**src/hdl/irq_csr_defs.vh**
```
// constants for the slave interrupt and CSR control block
// assumes inclusion by bare name from each design file of the block that uses it
`ifndef IRQ_CSR_DEFS_VH
`define IRQ_CSR_DEFS_VH

`define ADDR_W 12
`define DATA_W 32
`define BE_W 4
`define OFS_LOCAL_IRQ_ENABLE 12'h000
`define OFS_LOCAL_IRQ_STATUS 12'h004
`define OFS_BUS_IRQ_ENABLE 12'h010
`define OFS_BUS_IRQ_STATUS 12'h014
`define OFS_CSR_BIT_CLEAR 12'h7F4
`define OFS_CSR_BIT_SET 12'h7F8
`define OFS_CONFIG_SPACE_BASE 12'h7FC
`define ZERO_32 32'h00000000

// local interrupt status / enable layout
`define LOCAL_IRQ_W 9
`define LIS_ACFAIL 0
`define LIS_SYSFAIL 1
`define LIS_SOFT_ACK 2
`define LIS_BUS_ERROR 3
`define LIS_MAILBOX_LO 4
`define LIS_MAILBOX_HI 7
`define LIS_GEO_PARITY 8
`define MAILBOX_N 4

// bus interrupter status / enable layout
`define BUS_IRQ_W 2
`define BIS_SOFT 0
`define BIS_USER 1

// csr bit set / bit clear layout
`define CSR_LOCAL_RESET 31
`define CSR_SYSFAIL_DRIVE 30
`define CSR_BUS_ERROR 27

// configuration space base field
`define BASE_HI 31
`define BASE_LO 27
`define BASE_W 5
`define BASE_ALL_ONES 5'h1F

// geographic pins and synchroniser
`define GEO_W 5
`define GEO_PARITY_GOOD 1'b1
`define SYNC_W 8
`define SYNC_ACFAIL 0
`define SYNC_SYSFAIL 1
`define SYNC_PARITY 2
`define SYNC_GEO_LO 3
`define SYNC_GEO_HI 7
`define INIT_W 2
`define INIT_WAIT 2'h3

// local reset hold time
`define LOCAL_RESET_HOLD_MS 200
`define CLK_MHZ 250
// 200 ms of 250 MHz clocks, sized to the hold counter
`define LOCAL_RESET_HOLD_CYCLES 26'h2FAF080
`define HOLD_CNT_W 26

`endif

```
**src/hdl/sync_bits.v**
```verilog
// two flip-flop synchroniser, one stage pair per bit
// assumes inputs are asynchronous levels; reset value is all zero
`timescale 1ns/1ns
module sync_bits #(
    parameter WIDTH = 1
) (
    input wire clk,
    input wire rst_b,
    input wire [WIDTH-1:0] async_in,
    output wire [WIDTH-1:0] sync_out
);

genvar i;
generate
    for (i = 0; i < WIDTH; i = i + 1) begin : g_bit
        reg meta_reg;
        reg stable_reg;
        always @(posedge clk or negedge rst_b) begin
            if (!rst_b) begin
                meta_reg <= 1'b0;
                stable_reg <= 1'b0;
            end else begin
                meta_reg <= async_in[i];
                stable_reg <= meta_reg;
            end
        end
        assign sync_out[i] = stable_reg;
    end
endgenerate

endmodule

```
**src/hdl/reset_hold_timer.v**
```verilog
// local reset controller with a minimum hold time
// assumes start and release_req are single-cycle pulses on clk
`timescale 1ns/1ns
`include "irq_csr_defs.vh"
module reset_hold_timer #(
    parameter [`HOLD_CNT_W-1:0] HOLD_CYCLES = `LOCAL_RESET_HOLD_CYCLES
) (
    input wire clk,
    input wire rst_b,
    input wire start,
    input wire release_req,
    output wire active
);

reg [`HOLD_CNT_W-1:0] cnt_reg;
reg active_reg;
reg release_pend_reg;

wire hold_done = (cnt_reg == {`HOLD_CNT_W{1'b0}});

// a release before the hold time ends is remembered and honoured later
always @(posedge clk or negedge rst_b) begin
    if (!rst_b) begin
        cnt_reg <= {`HOLD_CNT_W{1'b0}};
        active_reg <= 1'b0;
        release_pend_reg <= 1'b0;
    end else if (start) begin
        cnt_reg <= HOLD_CYCLES - 1'b1;
        active_reg <= 1'b1;
        release_pend_reg <= 1'b0;
    end else begin
        if (!hold_done)
            cnt_reg <= cnt_reg - 1'b1;
        if (active_reg && hold_done && (release_pend_reg || release_req)) begin
            active_reg <= 1'b0;
            release_pend_reg <= 1'b0;
        end else if (release_req && active_reg) begin
            release_pend_reg <= 1'b1;
        end
    end
end

assign active = active_reg;

endmodule

```
**src/hdl/slave_irq_and_csr_control.v**
```verilog
// interrupt status/enable, csr bit set/clear and configuration base registers
// assumes event pulses come from logic on clk; pins are synchronised here
// Summary of operation
// - interrupter status holds user pending in bit 1, software pending in bit 0.
// - software pending clears itself when an acknowledge cycle serves it.
// - writing one clears a status flag; writing zero leaves it.
// - status flags record events regardless of enables.
// - interrupter enables in bits 1 and 0 gate pending requests onto the bus.
// - active-low cpu interrupt asserts while any enabled local flag is set.
// - local status: 8 parity, 7..4 mailboxes, 3 bus error, 2 ack, 1 sysfail, 0 acfail.
// - a bus write to mailbox n sets mailbox n flag.
// - bus error flag sets when bus error terminates the current cycle.
// - software acknowledge flag sets once the software request is served.
// - sysfail and acfail flags set while those inputs are asserted.
// - local enable mirrors status bits 8..0; one enables, zero disables.
// - clear bit 31 releases local reset; bit 31 reads one while reset asserted.
// - set bit 31 asserts local reset, held for at least 200 ms.
// - bit 30 set/clear drives and releases sysfail driver; reads its state.
// - bit 27 is bus error state, set by driving bus error or set write.
// - set and clear registers read live state, not written values.
// - base field 31:27 loads from geographic pins, software may overwrite it.
// - device selected for config space when base equals address bits 23:19.
// - geographic parity mismatch loads base with ones and sets parity flag.
// - software request acknowledged by acknowledge cycle or writing one to its flag.
// - any mailbox data write raises that mailbox's local interrupt source.
`timescale 1ns/1ns
`include "irq_csr_defs.vh"
module slave_irq_and_csr_control #(
    parameter [`HOLD_CNT_W-1:0] RESET_HOLD_CYCLES = `LOCAL_RESET_HOLD_CYCLES
) (
    input wire clk,
    input wire rst_b,
    input wire [`ADDR_W-1:0] lb_addr,
    input wire lb_wr,
    input wire lb_rd,
    input wire [`BE_W-1:0] lb_be,
    input wire [`DATA_W-1:0] lb_wdata,
    output wire lb_ready,
    output reg [`DATA_W-1:0] lb_rdata,
    output reg lb_rd_valid,
    input wire [`ADDR_W-1:0] vme_reg_addr,
    input wire vme_reg_wr,
    input wire vme_reg_rd,
    input wire [`BE_W-1:0] vme_reg_be,
    input wire [`DATA_W-1:0] vme_reg_wdata,
    output reg [`DATA_W-1:0] vme_reg_rdata,
    output reg vme_reg_rd_valid,
    input wire [`BASE_W-1:0] vme_addr_hi,
    output wire cr_csr_select,
    input wire soft_req_set,
    input wire soft_iack_served,
    input wire user_irq_req,
    input wire [`MAILBOX_N-1:0] mailbox_write,
    input wire berr_driven,
    input wire sysfail_in_b,
    input wire acfail_in_b,
    input wire [`GEO_W-1:0] geo_addr_b,
    input wire geo_parity_pin,
    output wire bus_irq_soft,
    output wire bus_irq_user,
    output wire local_int_b,
    output wire local_reset_b,
    output wire sysfail_drive_out_b
);

////////////////////////////////////////////////////////////////////////////////
// pin synchronisation and geographic load

wire [`SYNC_W-1:0] pins_sync;

sync_bits #(
    .WIDTH(`SYNC_W)
) u_sync (
    .clk(clk),
    .rst_b(rst_b),
    .async_in({geo_addr_b, geo_parity_pin, ~sysfail_in_b, ~acfail_in_b}),
    .sync_out(pins_sync)
);

wire sysfail_act = pins_sync[`SYNC_SYSFAIL];
wire acfail_act = pins_sync[`SYNC_ACFAIL];
wire [`GEO_W-1:0] geo_b = pins_sync[`SYNC_GEO_HI:`SYNC_GEO_LO];
wire geo_parity_ok = ((^geo_b) ^ pins_sync[`SYNC_PARITY]) == `GEO_PARITY_GOOD;

reg [`INIT_W-1:0] init_cnt_reg;
reg geo_loaded_reg;
// synchroniser output is valid once the wait count has elapsed
wire geo_load = !geo_loaded_reg && (init_cnt_reg == `INIT_WAIT);

always @(posedge clk or negedge rst_b) begin
    if (!rst_b) begin
        init_cnt_reg <= {`INIT_W{1'b0}};
        geo_loaded_reg <= 1'b0;
    end else begin
        if (init_cnt_reg != `INIT_WAIT)
            init_cnt_reg <= init_cnt_reg + 1'b1;
        if (geo_load)
            geo_loaded_reg <= 1'b1;
    end
end

////////////////////////////////////////////////////////////////////////////////
// register write merge: bus side wins, local side stalls

assign lb_ready = !vme_reg_wr;

wire wr_any = vme_reg_wr || lb_wr;
wire [`ADDR_W-1:0] wr_addr = vme_reg_wr ? vme_reg_addr : lb_addr;
wire [`BE_W-1:0] wr_be = vme_reg_wr ? vme_reg_be : lb_be;
wire [`DATA_W-1:0] wr_raw = vme_reg_wr ? vme_reg_wdata : lb_wdata;
wire [`DATA_W-1:0] wr_data = wr_raw & {{8{wr_be[3]}}, {8{wr_be[2]}},
    {8{wr_be[1]}}, {8{wr_be[0]}}};

// low address bits ignored, every register is one word
wire [`ADDR_W-1:0] wr_word = {wr_addr[`ADDR_W-1:2], 2'b00};
wire wr_lie = wr_any && (wr_word == `OFS_LOCAL_IRQ_ENABLE);
wire wr_lis = wr_any && (wr_word == `OFS_LOCAL_IRQ_STATUS);
wire wr_bie = wr_any && (wr_word == `OFS_BUS_IRQ_ENABLE);
wire wr_bis = wr_any && (wr_word == `OFS_BUS_IRQ_STATUS);
wire wr_clr = wr_any && (wr_word == `OFS_CSR_BIT_CLEAR);
wire wr_set = wr_any && (wr_word == `OFS_CSR_BIT_SET);
// base field moves only with its top byte lane enabled
wire wr_base = wr_any && (wr_word == `OFS_CONFIG_SPACE_BASE) && wr_be[3];

////////////////////////////////////////////////////////////////////////////////
// bus interrupter status and enable

reg [`BUS_IRQ_W-1:0] bus_irq_status_reg;
reg [`BUS_IRQ_W-1:0] bus_irq_enable_reg;
reg [`BUS_IRQ_W-1:0] bus_irq_status_next;

// served either by an acknowledge cycle or by a one written to its flag
wire soft_w1c = wr_bis && wr_data[`BIS_SOFT];
wire soft_served = bus_irq_status_reg[`BIS_SOFT]
    && (soft_iack_served || soft_w1c);

always @* begin
    bus_irq_status_next = bus_irq_status_reg;
    if (wr_bis)
        bus_irq_status_next = bus_irq_status_next & ~wr_data[`BUS_IRQ_W-1:0];
    if (soft_iack_served)
        bus_irq_status_next[`BIS_SOFT] = 1'b0;
    // new requests win over a clear in the same cycle
    if (soft_req_set)
        bus_irq_status_next[`BIS_SOFT] = 1'b1;
    if (user_irq_req)
        bus_irq_status_next[`BIS_USER] = 1'b1;
end

always @(posedge clk or negedge rst_b) begin
    if (!rst_b) begin
        bus_irq_status_reg <= {`BUS_IRQ_W{1'b0}};
        bus_irq_enable_reg <= {`BUS_IRQ_W{1'b0}};
    end else begin
        bus_irq_status_reg <= bus_irq_status_next;
        if (wr_bie)
            bus_irq_enable_reg <= wr_data[`BUS_IRQ_W-1:0];
    end
end

assign bus_irq_soft = bus_irq_status_reg[`BIS_SOFT] && bus_irq_enable_reg[`BIS_SOFT];
assign bus_irq_user = bus_irq_status_reg[`BIS_USER] && bus_irq_enable_reg[`BIS_USER];

////////////////////////////////////////////////////////////////////////////////
// local interrupt controller

reg [`LOCAL_IRQ_W-1:0] local_irq_status_reg;
reg [`LOCAL_IRQ_W-1:0] local_irq_enable_reg;
reg [`LOCAL_IRQ_W-1:0] local_irq_status_next;
reg [`LOCAL_IRQ_W-1:0] local_irq_set;

always @* begin
    local_irq_set = {`LOCAL_IRQ_W{1'b0}};
    local_irq_set[`LIS_GEO_PARITY] = geo_load && !geo_parity_ok;
    local_irq_set[`LIS_MAILBOX_HI:`LIS_MAILBOX_LO] = mailbox_write;
    local_irq_set[`LIS_BUS_ERROR] = berr_driven;
    local_irq_set[`LIS_SOFT_ACK] = soft_served;
    local_irq_set[`LIS_SYSFAIL] = sysfail_act;
    local_irq_set[`LIS_ACFAIL] = acfail_act;
    local_irq_status_next = local_irq_status_reg;
    if (wr_lis)
        local_irq_status_next = local_irq_status_next & ~wr_data[`LOCAL_IRQ_W-1:0];
    local_irq_status_next = local_irq_status_next | local_irq_set;
end

always @(posedge clk or negedge rst_b) begin
    if (!rst_b) begin
        local_irq_status_reg <= {`LOCAL_IRQ_W{1'b0}};
        local_irq_enable_reg <= {`LOCAL_IRQ_W{1'b0}};
    end else begin
        local_irq_status_reg <= local_irq_status_next;
        if (wr_lie)
            local_irq_enable_reg <= wr_data[`LOCAL_IRQ_W-1:0];
    end
end

// any enabled flag pulls the cpu interrupt low
assign local_int_b = ~|(local_irq_status_reg & local_irq_enable_reg);

////////////////////////////////////////////////////////////////////////////////
// csr bit set / bit clear state

// local reset leaves only through the hold timer, never early
wire local_reset_active;

reset_hold_timer #(
    .HOLD_CYCLES(RESET_HOLD_CYCLES)
) u_reset_hold (
    .clk(clk),
    .rst_b(rst_b),
    .start(wr_set && wr_data[`CSR_LOCAL_RESET]),
    .release_req(wr_clr && wr_data[`CSR_LOCAL_RESET]),
    .active(local_reset_active)
);

assign local_reset_b = !local_reset_active;

reg sysfail_drive_ctl_reg;
reg bus_error_state_reg;

always @(posedge clk or negedge rst_b) begin
    if (!rst_b) begin
        sysfail_drive_ctl_reg <= 1'b0;
        bus_error_state_reg <= 1'b0;
    end else begin
        if (wr_set && wr_data[`CSR_SYSFAIL_DRIVE])
            sysfail_drive_ctl_reg <= 1'b1;
        else if (wr_clr && wr_data[`CSR_SYSFAIL_DRIVE])
            sysfail_drive_ctl_reg <= 1'b0;
        // hardware set wins over a clear write
        if (berr_driven || (wr_set && wr_data[`CSR_BUS_ERROR]))
            bus_error_state_reg <= 1'b1;
        else if (wr_clr && wr_data[`CSR_BUS_ERROR])
            bus_error_state_reg <= 1'b0;
    end
end

assign sysfail_drive_out_b = !sysfail_drive_ctl_reg;

////////////////////////////////////////////////////////////////////////////////
// configuration space base

reg [`BASE_W-1:0] config_space_base_reg;

always @(posedge clk or negedge rst_b) begin
    if (!rst_b) begin
        config_space_base_reg <= `BASE_ALL_ONES;
    end else if (geo_load) begin
        config_space_base_reg <= geo_parity_ok ? ~geo_b : `BASE_ALL_ONES;
    end else if (wr_base) begin
        config_space_base_reg <= wr_data[`BASE_HI:`BASE_LO];
    end
end

// compared against address bits 23:19 of the current transfer
assign cr_csr_select = (config_space_base_reg == vme_addr_hi);

////////////////////////////////////////////////////////////////////////////////
// read decode

// unmapped offsets and reserved bits read as zero
function [`DATA_W-1:0] read_word;
    input [`ADDR_W-1:0] addr;
    // set and clear views both report live state
    reg [`DATA_W-1:0] csr_live;
    begin
        csr_live = `ZERO_32;
        csr_live[`CSR_LOCAL_RESET] = local_reset_active;
        csr_live[`CSR_SYSFAIL_DRIVE] = sysfail_drive_ctl_reg;
        csr_live[`CSR_BUS_ERROR] = bus_error_state_reg;
        read_word = `ZERO_32;
        case ({addr[`ADDR_W-1:2], 2'b00})
            `OFS_LOCAL_IRQ_ENABLE: read_word[`LOCAL_IRQ_W-1:0] = local_irq_enable_reg;
            `OFS_LOCAL_IRQ_STATUS: read_word[`LOCAL_IRQ_W-1:0] = local_irq_status_reg;
            `OFS_BUS_IRQ_ENABLE: read_word[`BUS_IRQ_W-1:0] = bus_irq_enable_reg;
            `OFS_BUS_IRQ_STATUS: read_word[`BUS_IRQ_W-1:0] = bus_irq_status_reg;
            `OFS_CSR_BIT_CLEAR: read_word = csr_live;
            `OFS_CSR_BIT_SET: read_word = csr_live;
            `OFS_CONFIG_SPACE_BASE: read_word[`BASE_HI:`BASE_LO] = config_space_base_reg;
            default: read_word = `ZERO_32;
        endcase
    end
endfunction

always @(posedge clk or negedge rst_b) begin
    if (!rst_b) begin
        lb_rdata <= `ZERO_32;
        lb_rd_valid <= 1'b0;
        vme_reg_rdata <= `ZERO_32;
        vme_reg_rd_valid <= 1'b0;
    end else begin
        // answer one cycle after the strobe, data held until the next read
        lb_rd_valid <= lb_rd;
        if (lb_rd)
            lb_rdata <= read_word(lb_addr);
        vme_reg_rd_valid <= vme_reg_rd;
        if (vme_reg_rd)
            vme_reg_rdata <= read_word(vme_reg_addr);
    end
end

endmodule

```
**config.mk**
```make
export PLATFORM = sky130hd
export DESIGN_NAME = slave_irq_and_csr_control
export DESIGN_NICKNAME = d
export VERILOG_FILES = /design/src/hdl/sync_bits.v /design/src/hdl/reset_hold_timer.v /design/src/hdl/slave_irq_and_csr_control.v
export VERILOG_INCLUDE_DIRS = /design/src /design/src/hdl
export SDC_FILE = /design/constraint.sdc
export NUM_CORES = 1
export LEC_CHECK = 0
export BUFFER_PORTS_ARGS = -buffer_cell sky130_fd_sc_hd__buf_2
export CORE_ASPECT_RATIO = 1.1
export CORE_MARGIN = 2
export CORE_UTILIZATION = 50
export CTS_CLUSTER_SIZE = 12
export DETAILED_ROUTE_END_ITERATION = 12
export HOLD_SLACK_MARGIN = 0.06
export PLACE_DENSITY = 0.8
export SLEW_MARGIN = 15
export SYNTH_ARGS = -nofsm -noshare
export SYNTH_HDL_FRONTEND = slang
export SYNTH_SLANG_ARGS = --single-unit
```
**constraint.sdc**
```tcl
create_clock -name clk -period 2.85 [get_ports clk]
set_input_delay 0.285 -clock clk [delete_from_list [all_inputs] [get_ports clk]]
set_output_delay 0.285 -clock clk [all_outputs]
set_load 0.1 [all_outputs]
```
==> results.toml <==
[die]
die_x_um = 104
die_h_um = 114
dieArea_um2 = 11800
initial_core_util_pct = 50.7
ios = 196
rows = 40
core_um2 = 10800

[placement]
place_inst = 782
port_buffers = 117
dpl_cell_area_um2 = 6110
hpwl_mm = 9.92
place_ws_ns = 0.314
gp_congestion = 0.896

[power]
max-vdd-ir-drop_v = 0.000285
p_per_area_nw_per_um2 = 581
p_leak_nw = 2.81
total_power_mw = 3.76

[sta]
slew_headroom_pct = 46.5
setup_viol = 0
finalClockSkew_ns = 0.00829
final-max-slew-violation-count = 0
setup_ws_ns = 0.559
timing.fmax_mhz = 437
holdWs_ns = 0.0719
period_needed_ns = 2.29
setup-tns-final_ns = 0
fin_crit_sh_pct = 80.4
worst_slew_pin_slew_ns = 0.803
rsz0062_at_grt = "false"
hold_violations = 0

[finish]
multi_input_area_um2 = 2500
num_antenna_cells = 0
utilization_pct = 60.0
area_growth_pct = 18.3
stdcell_count = 805
largest_reg_flops = 26
nNetsFinal = 778
final_area_um2 = 6480
seq_area_um2 = 2660
drive_above_1_share_pct = 26.9
fillers = 902

[logic_synthesis]
ys_warn_count = 0
synth_top_area_share_pct = 46.2
syn_inst = 530
ys_ff_latch = 106
synthesis.area_um2 = 5480
yosys.area_share.simple_pct = 16.3
synth_ff_type = "dfrtp_1"
synth-xor-area-share_pct = 2.56
synth-compound-area-share_pct = 16.0
synthMuxAreaShare_pct = 7.68
synth_largest_area_cell = "dfrtp_1"
seq_area_frac_synth_pct = 48.5
synth_cell_types = 68
synthAdderAreaFrac_pct = 0.457
avgSynthCellArea_um2 = 10.3
ys_top_cells_by_area = "dfrtp_1 (46%), buf_4 (5.1%), a22oi_1 (3.0%)"
synth_edf_count = 0
synth_top_family_by_area = "simple AND/OR/NAND/NOR gates"
async_flop_share_pct = 100

[run_status]
status = "finished, final reports clean"

[drt]
vias_per_cell = 5.72
totalWireLength_mm = 13.5
drcViolationCount = 0
ant_nets = 0
firstDrtPassIters = 5
vias = 4601
drt_iter0_markers = 333
wire_per_inst_um = 16.7

[global_routing]
overflow = 0
grt_pass1_vias = 4367
antenna_found_initial = 0
grt_max_degree = 62
grt_use_total_pct = 23.1
grt_pass1_wl_mm = 21.6

[min_path]
hold_path_class = "in2reg"
holdCritStartpoint = "acfail_in_b"

[critical_path]
startpoint = "u_reset_hold.cnt_reg[12]$_DFFE_PN0P_"
startpoint_type = "register"
cp_max_fo = 10
critPathCapture = "u_reset_hold.cnt_reg[1]$_DFFE_PN0P_"
crit_cells = 6
crit_chain = "nor4_2 > nand2_1 > nor4_4 > buf_4 > mux2_2 > nand2_1"
r2r_slack_ns = 0.56
max_stage_delay_ns = 0.49
critPathBufInv = 1
timing.rr.end = "u_reset_hold.cnt_reg[1]$_DFFE_PN0P_"
cp_slowest_cell = "nor4_2"
worst_ep_arrival_time_ns = 2.57
reg2reg_depth = 6
r2r-start = "u_reset_hold.cnt_reg[12]$_DFFE_PN0P_"
worstSetupEndpointType = "register"
required_ns = 3.13
cp_common_cell = "nand2_1"
path_delay_family = "simple AND/OR/NAND/NOR gates"
crit_type = "reg2reg"

[clock_tree]
clockBufferDepth = 2
ctsResizeCount = 0
root_buffer = "clkbuf_16"
cts_buffers = 9
clk_pin_slew_ns = 0.07
holdBufCountCts = 7
cts_setup_buffers = 0
ctsHtreeMaxLevel = 3
cts_tree = "yes"
clock_sinks = 106
clock_latency_ns = 0.35

[flow_run]
drv_cap = 0
[logic make-up after synthesis]
kind of cell / count (synthesis)
buffers and inverters: 83
other: 1
flip-flops: 106
AND/OR/NAND/NOR: 157
AO/OA/AOI/OAI: 130
XOR/XNOR: 16
multiplexers: 35
adder cells (fa/ha/maj): 2
[synthesized netlist by cell type, types with 3 or more instances]
cell,n
or2_2,4
nor4_1,9
clkbuf_1,12
buf_2,5
nand3_1,29
or4_1,10
o21ai_0,25
xnor2_1,13
inv_1,26
a21o_1,14
dfstp_2,5
dfrtp_1,101
mux2_1,9
mux2_2,7
o211ai_1,7
nor4_2,5
mux2i_1,15
a22oi_1,22
a21oi_1,27
o41ai_1,3
buf_4,37
nand2_1,14
or3_1,7
xor2_1,3
nor2b_1,5
nor2_1,40
nand4_1,5
o31ai_1,7
mux4_2,4
nor3_1,9
nand2b_1,3
[layer usage]
layer | track usage, % | vias to the layer above | wire length, um
met5 | 0 | - | 0
met4 | 9.55 | 0 | 334
met3 | 4.11 | 26 | 867
met2 | 37.3 | 219 | 6410
met1 | 31.4 | 2236 | 5870
li1 | - | 2120 | -
[placed cells by master, fill, tap and decap left out, types with 13 or more instances in the layout]
cell / n
mux2i_1: 15
nor2_1: 40
nand2_1: 14
nand3_1: 29
xnor2_1: 13
a21o_1: 14
conb_1: 36
buf_2: 116
a22oi_1: 22
a21oi_1: 27
dfrtp_1: 101
inv_1: 26
o21ai_0: 25
[how the worst min path moves through the flow]
stage / cells after the start / end / slack (ns)
after global placement: 0 / u_sync.g_bit[2].stable_reg$_DFF_PN0_ / 0.33
after floorplan: 0 / bus_error_state_reg$_DFFE_PN0P_ / -0.01
after detailed placement: 0 / u_sync.g_bit[6].stable_reg$_DFF_PN0_ / 0.33
after global routing: 2 / u_sync.g_bit[0].meta_reg$_DFF_PN0_ / 0.06
after CTS: 2 / u_sync.g_bit[0].meta_reg$_DFF_PN0_ / 0.07
final: 2 / u_sync.g_bit[0].meta_reg$_DFF_PN0_ / 0.07
[area by class of cell]
type                       count  share of cell area [%]
sequential                   106                    41.0
multi-input combinational    376                    38.5
timing repair buffer         134                    11.5
clock buffer                  12                    3.80
tap                          147                    2.84
inverter                      26                    1.51
clock inverter                 4                   0.792
[power breakdown]
part	internal (mW)	switching, mW
sequential	1.61	0.101
combinational	0.192	0.627
clock	0.706	0.529
No activity file was read; power rests on OpenSTA's default activity.
